**src/dctu_map.svh**
```systemverilog
// Register indices, field positions, reset values and fixed counts
// of the dual counter/timer unit.
// Assumes byte address = 4 * index on a 32-bit register bus.
`ifndef DCTU_MAP_SVH
`define DCTU_MAP_SVH
// Register indices (word address = index)
`define DCTU_IDX_NCTRL  4'h0
`define DCTU_IDX_MODE   4'h1
`define DCTU_IDX_WCTRL  4'h2
`define DCTU_IDX_NLOW   4'h4
`define DCTU_IDX_NHIGH  4'h5
`define DCTU_IDX_WLOW   4'h6
`define DCTU_IDX_WHIGH  4'h7
`define DCTU_IDX_CAPLO  4'h8
`define DCTU_IDX_CAPHI  4'h9
// Address bits that select the index
`define DCTU_IDX_MSB    5
`define DCTU_IDX_LSB    2
// Narrow timer control fields
`define DCTU_NC_EN      7
`define DCTU_NC_SINGLE  6
`define DCTU_NC_TOUT    5
`define DCTU_NC_CLK_HI  4
`define DCTU_NC_CLK_LO  3
`define DCTU_NC_CAPIE   2
`define DCTU_NC_TOIE    1
`define DCTU_NC_PINSEL  0
// Timer mode control fields
`define DCTU_MC_DEMOD   6
`define DCTU_MC_OM_HI   3
`define DCTU_MC_OM_LO   2
`define DCTU_MC_ST_HI   1
`define DCTU_MC_INIT    0
// Wide timer control fields
`define DCTU_WC_EN      7
`define DCTU_WC_SINGLE  6
`define DCTU_WC_STAT    5
`define DCTU_WC_IE      1
// Reset values and fixed counts
`define DCTU_RST_BYTE   8'h00
`define DCTU_RESTART    8'hFF
`define DCTU_CLK_DIV8   2'h3
`endif

```
**src/dctu_pkg.sv**
```systemverilog
// Types shared by the dual counter/timer unit.
// Assumes dctu_map.svh is on the include path.
`default_nettype none
package dctu_pkg;
   // Bus phase, one-hot
   typedef enum logic [2:0] {
      PH_IDLE  = 3'b001,
      PH_WRITE = 3'b010,
      PH_READ  = 3'b100
   } dctu_phase_t;

   // Whole state of the top module
   typedef struct packed {
      logic [7:0]  nctrl;
      logic [7:0]  mode;
      logic [1:0]  edgeStat;
      logic [7:0]  wctrl;
      logic [7:0]  nlow;
      logic [7:0]  nhigh;
      logic [7:0]  wlow;
      logic [7:0]  whigh;
      logic [7:0]  capLo;
      logic [7:0]  capHi;
      logic [7:0]  ncnt;
      logic        nout;
      logic        demodPrev;
      logic        wStart;
      dctu_phase_t phase;
      logic [3:0]  addrIdx;
      logic        hit;
      logic [31:0] rdata;
      logic        ready;
      logic        resp;
      logic        nPin;
      logic        wPin;
      logic        nIrq;
      logic        capIrq;
      logic        wIrq;
   } dctu_state_t;
endpackage : dctu_pkg
`default_nettype wire

```
**src/dctu_wide_if.sv**
```systemverilog
// Control and status link between the top and the wide counter.
// Assumes a single clock domain on both ends.
`timescale 1ns/1ps
`default_nettype none
interface dctu_wide_if #(parameter int W = 16);
   logic         enable;
   logic         start;
   logic         singlePass;
   logic         initLevel;
   logic [1:0]   outMode;
   logic [W-1:0] holdValue;
   logic [W-1:0] count;
   logic         outLevel;
   logic         zeroHit;
   modport ctl (output enable, start, singlePass, initLevel, outMode, holdValue,
                input count, outLevel, zeroHit);
   modport cnt (input enable, start, singlePass, initLevel, outMode, holdValue,
                output count, outLevel, zeroHit);
endinterface : dctu_wide_if
`default_nettype wire

```
**src/dctu_prescale.sv**
```systemverilog
// Free-running system clock prescaler for the narrow counter.
// Assumes divSel is a register of the same clock domain.
`timescale 1ns/1ps
`default_nettype none
`include "dctu_map.svh"
module dctu_prescale #(
   parameter int DIV_W = 3
) (
   // Clock and reset
   input  wire logic       clock,
   input  wire logic       rst_n,
   // Divider select and tick
   input  wire logic [1:0] divSel,
   output logic            tick
);
   typedef struct packed {
      logic [DIV_W-1:0] div;
   } dctu_pre_state_t;

   dctu_pre_state_t s, ns;
   logic [DIV_W-1:0] mask;

   if (DIV_W < 3) begin : g_chk
      $error("dctu_prescale: DIV_W must be at least 3");
   end

   // Never aligned to enable, so the first tick may be short
   always_comb begin
      ns = s;
      ns.div = s.div + DIV_W'(1);
      mask = DIV_W'((1 << divSel) - 1);
      tick = ((s.div & mask) == mask);
   end

   always_ff @(posedge clock or negedge rst_n) begin
      if (!rst_n) begin
         s <= '0;
      end else begin
         s <= ns;
      end
   end

   // Two divide-by-eight ticks never fall on adjacent edges
   div8_tick_a: assert property (@(posedge clock) disable iff (!rst_n)
      (divSel == `DCTU_CLK_DIV8 && $stable(divSel) && tick) |-> !$past(tick))
      else $error("divide-by-eight ticks too close");
endmodule : dctu_prescale
`default_nettype wire

```
**src/dctu_wide_counter.sv**
```systemverilog
// Sixteen-bit down-counter with its transmit output.
// Assumes start is a one-cycle pulse and enable is cleared by the top.
`timescale 1ns/1ps
`default_nettype none
`include "dctu_map.svh"
module dctu_wide_counter #(
   parameter int W = 16
) (
   // Clock and reset
   input  wire logic clock,
   input  wire logic rst_n,
   // Link to the top
   dctu_wide_if.cnt  ifc
);
   typedef struct packed {
      logic [W-1:0] cnt;
      logic         lvl;
   } dctu_wide_state_t;

   dctu_wide_state_t s, ns;
   logic zero;

   if (W < 2) begin : g_chk
      $error("dctu_wide_counter: W must be at least 2");
   end

   // Hold value is read on a load and on each reload at zero
   always_comb begin
      ns = s;
      zero = 1'b0;
      if (ifc.start) begin
         ns.cnt = ifc.holdValue;
         ns.lvl = ifc.initLevel;
      end else if (ifc.enable) begin
         if (s.cnt == '0) begin
            zero = 1'b1;
            ns.lvl = ~s.lvl;
            ns.cnt = ifc.singlePass ? s.cnt : ifc.holdValue;
         end else begin
            ns.cnt = s.cnt - W'(1);
         end
      end else begin
         ns.lvl = ~ifc.initLevel;
      end
   end

   // Forced modes override the counter level in every state
   assign ifc.outLevel = ifc.outMode[1] ? ifc.outMode[0] : s.lvl;
   assign ifc.count = s.cnt;
   assign ifc.zeroHit = zero;

   always_ff @(posedge clock or negedge rst_n) begin
      if (!rst_n) begin
         s <= '0;
      end else begin
         s <= ns;
      end
   end

   wide_load_a: assert property (@(posedge clock) disable iff (!rst_n)
      ifc.start |=> (s.cnt == $past(ifc.holdValue)) && (s.lvl == $past(ifc.initLevel)))
      else $error("wide counter load wrong");
endmodule : dctu_wide_counter
`default_nettype wire

```
**src/dctu_top.sv**
```systemverilog
// Dual counter/timer unit: AHB-Lite register slave, narrow counter
// with demodulation capture, and the wide counter instance.
// Assumes pin inputs synchronous to clock and single word transfers.
`timescale 1ns/1ps
`default_nettype none
`include "dctu_map.svh"
module dctu_top
   import dctu_pkg::*;
#(
   parameter int ADDR_W = 6,
   parameter int DIV_W  = 3,
   parameter int WIDE_W = 16
) (
   // Clock and reset
   input  wire logic        clock,
   input  wire logic        rst_n,
   // AHB-Lite slave
   input  wire logic        hsel,
   input  wire logic [ADDR_W-1:0] haddr,
   input  wire logic [1:0]  htrans,
   input  wire logic        hwrite,
   input  wire logic [2:0]  hsize,
   input  wire logic [31:0] hwdata,
   input  wire logic        hready,
   output logic             hreadyout,
   output logic             hresp,
   output logic [31:0]      hrdata,
   // Pins
   input  wire logic        demodIn,
   input  wire logic        portData,
   output logic             narrowOutputPin,
   output logic             wideTimerOutput,
   // Interrupt requests, one-cycle pulses
   output logic             narrowTimeoutIrq,
   output logic             captureIrq,
   output logic             wideTimeoutIrq
);
   import dctu_pkg::*;

   dctu_state_t s, ns;
   dctu_wide_if #(.W(WIDE_W)) wideIf ();

   logic       tick;
   logic       addrTaken;
   logic       wr;
   logic [7:0] wd;
   logic [7:0] rdByte;
   logic [7:0] nLoad;
   logic       demod;
   logic       nEn;
   logic       edgeSeen;
   logic       toutSet;
   logic       capEv;
   logic       fallSet;
   logic       riseSet;

   if (ADDR_W < `DCTU_IDX_MSB + 1) begin : g_chk
      $error("dctu_top: ADDR_W too small for the register map");
   end
   if (WIDE_W != 16) begin : g_chk_w
      $error("dctu_top: hold registers serve a 16-bit wide counter only");
   end

   // Prescaled tick for the narrow counter
   dctu_prescale #(.DIV_W(DIV_W)) u_pre (
      .clock  (clock),
      .rst_n  (rst_n),
      .divSel (s.nctrl[`DCTU_NC_CLK_HI:`DCTU_NC_CLK_LO]),
      .tick   (tick)
   );

   // Wide counter and its controls
   dctu_wide_counter #(.W(WIDE_W)) u_wide (
      .clock (clock),
      .rst_n (rst_n),
      .ifc   (wideIf.cnt)
   );

   assign wideIf.enable     = s.wctrl[`DCTU_WC_EN];
   assign wideIf.start      = s.wStart;
   assign wideIf.singlePass = s.wctrl[`DCTU_WC_SINGLE];
   assign wideIf.initLevel  = s.mode[`DCTU_MC_INIT];
   assign wideIf.outMode    = s.mode[`DCTU_MC_OM_HI:`DCTU_MC_OM_LO];
   assign wideIf.holdValue  = {s.whigh, s.wlow};

   // Decoded bus and mode terms
   assign addrTaken = hsel && hready && htrans[1];
   assign wr        = (s.phase == PH_WRITE) && s.hit;
   assign wd        = hwdata[7:0];
   assign demod     = s.mode[`DCTU_MC_DEMOD];
   assign nEn       = s.nctrl[`DCTU_NC_EN];
   assign nLoad     = s.nout ? s.nhigh : s.nlow;

   // Read data mux; status bits of mode read as edge flags in demod
   always_comb begin
      rdByte = `DCTU_RST_BYTE;
      unique case (s.addrIdx)
         `DCTU_IDX_NCTRL: rdByte = s.nctrl;
         `DCTU_IDX_MODE:  rdByte = demod ? {s.mode[7:2], s.edgeStat} : s.mode;
         `DCTU_IDX_WCTRL: rdByte = s.wctrl;
         `DCTU_IDX_NLOW:  rdByte = s.nlow;
         `DCTU_IDX_NHIGH: rdByte = s.nhigh;
         `DCTU_IDX_WLOW:  rdByte = s.wlow;
         `DCTU_IDX_WHIGH: rdByte = s.whigh;
         `DCTU_IDX_CAPLO: rdByte = s.capLo;
         `DCTU_IDX_CAPHI: rdByte = s.capHi;
         default:         rdByte = `DCTU_RST_BYTE;
      endcase
      if (!s.hit) begin
         rdByte = `DCTU_RST_BYTE;
      end
   end

   // Next state: bus, narrow counter, writes, then sticky sets
   always_comb begin
      ns = s;
      toutSet = 1'b0;
      capEv = 1'b0;
      fallSet = 1'b0;
      riseSet = 1'b0;
      edgeSeen = demod && nEn && (demodIn != s.demodPrev);
      ns.wStart = 1'b0;
      ns.ready = 1'b1;
      ns.resp = 1'b0;
      ns.demodPrev = demodIn;

      // One wait state on reads so a read right after a write sees it
      unique case (s.phase)
         PH_IDLE:  ns.phase = PH_IDLE;
         PH_WRITE: ns.phase = PH_IDLE;
         PH_READ: begin
            ns.phase = PH_IDLE;
            ns.rdata = 32'(rdByte);
         end
      endcase
      if (addrTaken) begin
         ns.addrIdx = haddr[`DCTU_IDX_MSB:`DCTU_IDX_LSB];
         ns.hit = (haddr >> (`DCTU_IDX_MSB + 1)) == '0;
         ns.phase = hwrite ? PH_WRITE : PH_READ;
         ns.ready = hwrite;
      end

      // Narrow counter; a capture edge takes priority over a tick
      if (edgeSeen) begin
         if (s.demodPrev) begin
            ns.capHi = s.ncnt;
            fallSet = 1'b1;
         end else begin
            ns.capLo = s.ncnt;
            riseSet = 1'b1;
         end
         ns.ncnt = `DCTU_RESTART;
         capEv = 1'b1;
      end else if (nEn && tick) begin
         if (s.ncnt == `DCTU_RST_BYTE) begin
            toutSet = 1'b1;
            if (demod) begin
               ns.ncnt = `DCTU_RESTART;
            end else begin
               ns.nout = ~s.nout;
               if (s.nctrl[`DCTU_NC_SINGLE]) begin
                  ns.nctrl[`DCTU_NC_EN] = 1'b0;
               end else begin
                  ns.ncnt = s.nout ? s.nlow : s.nhigh;
               end
            end
         end else begin
            ns.ncnt = s.ncnt - 8'h01;
         end
      end

      // Wide single pass clears its own enable at zero
      if (wideIf.zeroHit && s.wctrl[`DCTU_WC_SINGLE]) begin
         ns.wctrl[`DCTU_WC_EN] = 1'b0;
      end

      // Register writes in the data phase; status bits write-one-clear
      if (wr) begin
         unique case (s.addrIdx)
            `DCTU_IDX_NCTRL: begin
               ns.nctrl = wd;
               ns.nctrl[`DCTU_NC_TOUT] = s.nctrl[`DCTU_NC_TOUT] & ~wd[`DCTU_NC_TOUT];
               if (wd[`DCTU_NC_EN] && !nEn) begin
                  ns.ncnt = demod ? `DCTU_RESTART : nLoad;
               end
            end
            `DCTU_IDX_MODE: begin
               ns.mode = wd;
               if (demod) begin
                  ns.mode[`DCTU_MC_ST_HI:0] = s.mode[`DCTU_MC_ST_HI:0];
                  ns.edgeStat = s.edgeStat & ~wd[`DCTU_MC_ST_HI:0];
               end
            end
            `DCTU_IDX_WCTRL: begin
               ns.wctrl = wd;
               ns.wctrl[`DCTU_WC_STAT] = s.wctrl[`DCTU_WC_STAT] & ~wd[`DCTU_WC_STAT];
               ns.wStart = wd[`DCTU_WC_EN] && !s.wctrl[`DCTU_WC_EN];
            end
            `DCTU_IDX_NLOW:  ns.nlow = wd;
            `DCTU_IDX_NHIGH: ns.nhigh = wd;
            `DCTU_IDX_WLOW:  ns.wlow = wd;
            `DCTU_IDX_WHIGH: ns.whigh = wd;
            default:         ns.hit = s.hit;
         endcase
      end

      // Hardware sets win over a same-cycle software clear
      ns.nctrl[`DCTU_NC_TOUT] = ns.nctrl[`DCTU_NC_TOUT] | toutSet;
      ns.edgeStat = ns.edgeStat | {fallSet, riseSet};
      ns.wctrl[`DCTU_WC_STAT] = ns.wctrl[`DCTU_WC_STAT] | wideIf.zeroHit;

      // Interrupt pulses gated by their enables
      ns.nIrq = toutSet && s.nctrl[`DCTU_NC_TOIE];
      ns.capIrq = capEv && s.nctrl[`DCTU_NC_CAPIE];
      ns.wIrq = wideIf.zeroHit && s.wctrl[`DCTU_WC_IE];

      // Pins registered so outputs come from flops
      ns.nPin = s.nctrl[`DCTU_NC_PINSEL] ? s.nout : portData;
      ns.wPin = wideIf.outLevel;
   end

   // All state in one register; enum reset to its idle code
   always_ff @(posedge clock or negedge rst_n) begin
      if (!rst_n) begin
         s <= '0;
         s.phase <= PH_IDLE;
         s.ready <= 1'b1;
      end else begin
         s <= ns;
      end
   end

   // Outputs
   assign hreadyout        = s.ready;
   assign hresp            = s.resp;
   assign hrdata           = s.rdata;
   assign narrowOutputPin  = s.nPin;
   assign wideTimerOutput  = s.wPin;
   assign narrowTimeoutIrq = s.nIrq;
   assign captureIrq       = s.capIrq;
   assign wideTimeoutIrq   = s.wIrq;

   // Stopped counter holds its value unless software writes
   run_stop_a: assert property (@(posedge clock) disable iff (!rst_n)
      (!nEn && s.phase != PH_WRITE) |=> $stable(s.ncnt))
      else $error("stopped narrow counter moved");

   // Single pass clears the enable at terminal count outside demodulation mode
   single_halt_a: assert property (@(posedge clock) disable iff (!rst_n)
      (nEn && s.nctrl[`DCTU_NC_SINGLE] && !demod && tick && !edgeSeen
       && s.ncnt == `DCTU_RST_BYTE && s.phase != PH_WRITE) |=> !nEn)
      else $error("single pass did not halt");

   // Terminal count sets the flag unless a capture edge comes in the same cycle
   tout_set_a: assert property (@(posedge clock) disable iff (!rst_n)
      (nEn && tick && !edgeSeen && s.ncnt == `DCTU_RST_BYTE)
      |=> s.nctrl[`DCTU_NC_TOUT])
      else $error("timeout flag not set");

   // Flag survives anything but a write to its register
   tout_hold_a: assert property (@(posedge clock) disable iff (!rst_n)
      (s.nctrl[`DCTU_NC_TOUT] && !(wr && s.addrIdx == `DCTU_IDX_NCTRL))
      |=> s.nctrl[`DCTU_NC_TOUT])
      else $error("timeout flag lost");

   // Capture interrupt only with its enable
   cap_irq_a: assert property (@(posedge clock) disable iff (!rst_n)
      captureIrq |-> $past(s.nctrl[`DCTU_NC_CAPIE]) && $past(edgeSeen))
      else $error("capture interrupt while disabled");

   // Timeout interrupt only with its enable and a terminal count
   to_irq_a: assert property (@(posedge clock) disable iff (!rst_n)
      narrowTimeoutIrq |-> $past(s.nctrl[`DCTU_NC_TOIE]) && s.nctrl[`DCTU_NC_TOUT])
      else $error("timeout interrupt while disabled");

   // Port data reaches the pin one cycle later
   pin_sel_a: assert property (@(posedge clock) disable iff (!rst_n)
      !s.nctrl[`DCTU_NC_PINSEL] |=> narrowOutputPin == $past(portData))
      else $error("port data not on pin");

   // Capture restarts the count from all ones
   demod_ff_a: assert property (@(posedge clock) disable iff (!rst_n)
      (edgeSeen && !(wr && s.addrIdx == `DCTU_IDX_NCTRL))
      |=> s.ncnt == `DCTU_RESTART)
      else $error("capture did not restart count");

   // Forced wide output follows the mode bit one cycle on
   wide_force_a: assert property (@(posedge clock) disable iff (!rst_n)
      (wideIf.outMode[1] && $stable(wideIf.outMode)) |=> wideTimerOutput == $past(wideIf.outMode[0]))
      else $error("forced wide output wrong");

   // Wide zero sets the status bit
   wide_stat_a: assert property (@(posedge clock) disable iff (!rst_n)
      wideIf.zeroHit |=> s.wctrl[`DCTU_WC_STAT])
      else $error("wide status not set");
endmodule : dctu_top
`default_nettype wire

```
**config.mk**
```make
export PLATFORM = sky130hd
export DESIGN_NAME = dctu_top
export DESIGN_NICKNAME = d
export VERILOG_FILES = /design/src/dctu_pkg.sv /design/src/dctu_wide_if.sv /design/src/dctu_prescale.sv /design/src/dctu_wide_counter.sv /design/src/dctu_top.sv
export VERILOG_INCLUDE_DIRS = /design/src
export SDC_FILE = /design/constraint.sdc
export NUM_CORES = 1
export LEC_CHECK = 0
export BUFFER_PORTS_ARGS = -buffer_cell sky130_fd_sc_hd__buf_2
export CORE_UTILIZATION = 63
export CTS_CLUSTER_SIZE = 8
export DETAILED_ROUTE_END_ITERATION = 6
export HOLD_SLACK_MARGIN = 0.02
export PLACE_DENSITY = 0.86
export SYNTH_ARGS = -nofsm -noshare
export SYNTH_HDL_FRONTEND = slang
export SYNTH_SLANG_ARGS = --single-unit
```
**constraint.sdc**
```tcl
create_clock -name clock -period 6.7 [get_ports clock]
set_input_delay 0.335 -clock clock [delete_from_list [all_inputs] [get_ports clock]]
set_output_delay 0.335 -clock clock [all_outputs]
set_load 0.01 [all_outputs]
```
==> results summary <==
The final setup violation count came out at 0. The number of buffers on the longest clock path is 2. The sequential share of the synthesized area came out at 46.75%.

Summed over all cells, the static leakage comes to 0.003352 uW. Global routing used 33.78% of the available tracks. The critical path in this run is classified as reg -> reg. In this run the number of cells on the critical path is 4. The post-cts gate resize count came out at 0.

The maximum frequency from static timing analysis came out at 0.3578 GHz. CTS saw 127 sinks. The sum of buffers and inverters on the critical path came out at 0. The share of cells above drive strength 1 came out at 23.12%.

The post-synthesis instance area is 0.006803 sq mm. The routed layout has 5503 vias. Synthesis handed over a netlist of 650 instances. Counting flops with an async set or reset pin after synthesis yields a share of 100.0%. The synthesized area per cell came out at 10.47 sq um. The total area of sequential cells is 0.003181 sq mm. For the worst setup path, the data arrival time is 3220 ps.

The required time of the worst setup path came out at 7120 ps. The number of unique standard cell types used by synthesis came out at 72. The final sum of negative setup slack came out at 0 ps. The count of buffers inserted at the top-level ports is 33. The detailed router finished its first iteration with 800 violations. Post-CTS timing repair inserted 0 buffers for setup. The hold violation total from the final report came out at 0.

The I/O pin total came out at 89. The detail-routed net length per standard cell came out at 21.85 microns. The post-route minimum period came out at 2795 ps. The clock insertion delay at the later pin of the skew report is 540 ps. The worst-case vdd ir drop came out at 229.2 uV.

The first global-routing pass estimated 28480 microns of wire. Dividing the detail-routed via count by the number of cells gives 6.752. dfrtp_1 takes more of the synthesized area than any other cell. TritonCTS created 17 clock buffers. The area added between synthesis and finish is 10.35%. The die height came out at 105.9 microns. The worst clock skew came out at 7.441 ps. The detail route stage leaves a number of antenna-violating nets equal to 0.

The most used cell along the critical path is nor2b_1. The total global routing overflow came out at 0. The number of flops mapped to enable cells by yosys came out at 0. The largest driver fanout on the critical path is 23. TritonCTS built the clock tree. The category of the worst setup path capture point is a flip-flop. Setup slack on the critical path of the routed design comes to 3905 ps.

The worst hold path belongs to the class in -> reg. The delay of the slowest cell on the worst path is 750 ps. The post-place setup slack is 4067 ps.

The area share of the largest cell type after synthesis is 45.98%. The final layout contains routed wiring with a total length of 17810 microns. The initial antenna violation count came out at 0.

Ranked by total cell area, the synthesized netlist is headed by dfrtp_1 (46%), mux2_2 (11%), buf_4 (3.8%). The most used flip-flop cell after synthesis is dfrtp_1. The clock-pin slew of the registers on the worst-case setup and hold paths came out at 60 ps. The final-report max-slew violation count is 0. The fraction of the cycle the final worst path needs is 41.71%. The area occupied by multi-input gates is 0.003214 sq mm.

Setup repair after global routing left no endpoint under its margin. Detailed placement finished with a half-perimeter wire length of 12120 microns. The cell sitting at the root of the clock tree is a clkbuf_8. The slowest stage of the critical path is the nor2b_1 cell. After detailed routing, the number of remaining DRC violations is 0. The global placement routability congestion is 0.9515. The worst reg2reg path depth came out at 4. The die extent in x came out at 105.9 microns. The number of antenna diodes in the final layout is 0. The total power per unit cell area came out at 331.3 mW/mm^2. At the end of the flow the core is filled with cells to 72.07%.

The number of detailed-routing iterations run before antenna repair is 7. The tool flagged a number of max-cap violations equal to 0. The pin count of the biggest net entering global routing came out at 67.

The normalized max-slew margin is 33.55%. The final-stage net count came out at 721. The signal on the critical path passes through nor2b_1 > and3_1 > nor2b_1 > mux2_2. Once the floorplan was initialized, standard cells occupied 65.31% of the core.

The run finished with clean final reports. The placeable core area is 0.01042 sq mm. The H-tree generated during clock tree synthesis spans 4 levels.

The number of cells on the worst hold path is 2. The count of yosys warnings during synthesis came out at 0. Counting the fill cells in the layout gives 720. The number of cell rows came out at 37. Among cell families on the critical path, the largest total delay comes from simple AND/OR/NAND/NOR gates. Counting flops and latches in the post-synthesis netlist gives 127. The number of global-route vias before repair is 5318.

The commonest cells after synthesis are dfrtp_1 (125), mux2_2 (64), nand2_1 (63). At the pin with the least slew margin, the transition time is 996.7 ps. The total die area is 0.01122 sq mm. STA classifies the critical path startpoint as a flip-flop. The most common cell in the synthesized netlist is dfrtp_1.
-- cell type report --
class	count	area share [%]
multi-input cells	455	42.82
flip-flops and latches	127	42.37
clock buffers	19	5.883
repair buffers	38	2.833
clock inverters	13	2.483
well taps	136	2.267
inverters	27	1.350
-- stage by stage --
step | hold WS, ps | cell area [sq um] | cells | power, uW
6_report | 28.40 | 7507 | 815 | 2487
3_5_place_dp | 458.7 | 6849 | 780 | 1486
3_3_place_gp | 447.1 | 6849 | 780 | 1462
2_1_floorplan | 39.41 | 6893 | 674 | 1360
4_1_cts | 21.23 | 7507 | 815 | 2468
5_1_grt | 26.03 | 7507 | 815 | 2583
-- kinds of logic after synthesis --
kind of cell	Yosys count	share of synthesized area (%)
other cells	1	0.05512
buf+inv	92	7.320
flops	127	46.75
fa+ha+maj	5	0.9196
mux	87	14.71
xor+xnor	4	0.5151
simple gates	200	15.49
compound gates	134	14.24
-- state kept, by name, summed over array words and instances (netlist names) --
register,flops
narrowTimeoutIrq,1
u_wide.ifc.count,16
hrdata,8
narrowOutputPin,1
u_pre.s,3
demod,1
hreadyout,1
wideTimeoutIrq,1
nEn,1
wideIf.start,1
wideTimerOutput,1
u_wide.s,1
captureIrq,1
s,90
-- path summary, 6_finish.rpt --
| kind | start | endpoint | slack [ps] |
|---|---|---|---|
| max | s[41]$_DFFE_PN0P_ | s[117]$_DFFE_PN0P_ | 3910 |
| min | haddr[4] | s[42]$_DFFE_PN0P_ | 30 |
| max reg2reg | s[41]$_DFFE_PN0P_ | s[117]$_DFFE_PN0P_ | 3910 |
| min reg2reg | hrdata[4]$_DFFE_PN0N_ | hrdata[4]$_DFFE_PN0N_ | 470 |
| max in group asynchronous | rst_n | s[118]$_DFFE_PN0P_ | 4970 |
| min in group asynchronous | rst_n | narrowOutputPin$_DFF_PN0_ | 420 |
-- layer usage --
layer  global-route usage (%)  part of all wire (%)  vias to the layer above
met1                    46.39                    40                     2684
met2                    49.49                    46                      398
met5                        0                     0                        -
met4                    13.89                   2.8                        0
met3                    11.28                    12                       57
li1                         -                     -                     2364
-- where the power goes --
part	switching, uW	total, uW	internal [uW]
clock network	354	979	625
registers	153	1020	872
logic	279	483	204
-- cell usage in the layout (no fill, tap or decap), types with 10 or more instances in the layout --
cell | synthesis | final
a21oi_1 | 18 | 18
and3_1 | 10 | 10
buf_2 | 2 | 32
clkbuf_16 | 0 | 16
conb_1 | 1 | 25
dfrtp_1 | 125 | 125
inv_1 | 27 | 27
mux2_2 | 64 | 64
mux2i_1 | 19 | 19
nand2_1 | 63 | 63
nand3_1 | 18 | 18
nor2_1 | 24 | 24
nor2b_1 | 12 | 12
nor3_1 | 12 | 12
o21ai_0 | 30 | 30
o22ai_1 | 10 | 10
-- repair_timing --
action | 4_1_cts | 5_1_grt
endpoints found under the hold margin | 63 | 0
setup endpoints to repair | 0 | 0
hold buffers | 3 | 0
Power figures use the tool's default switching activity.
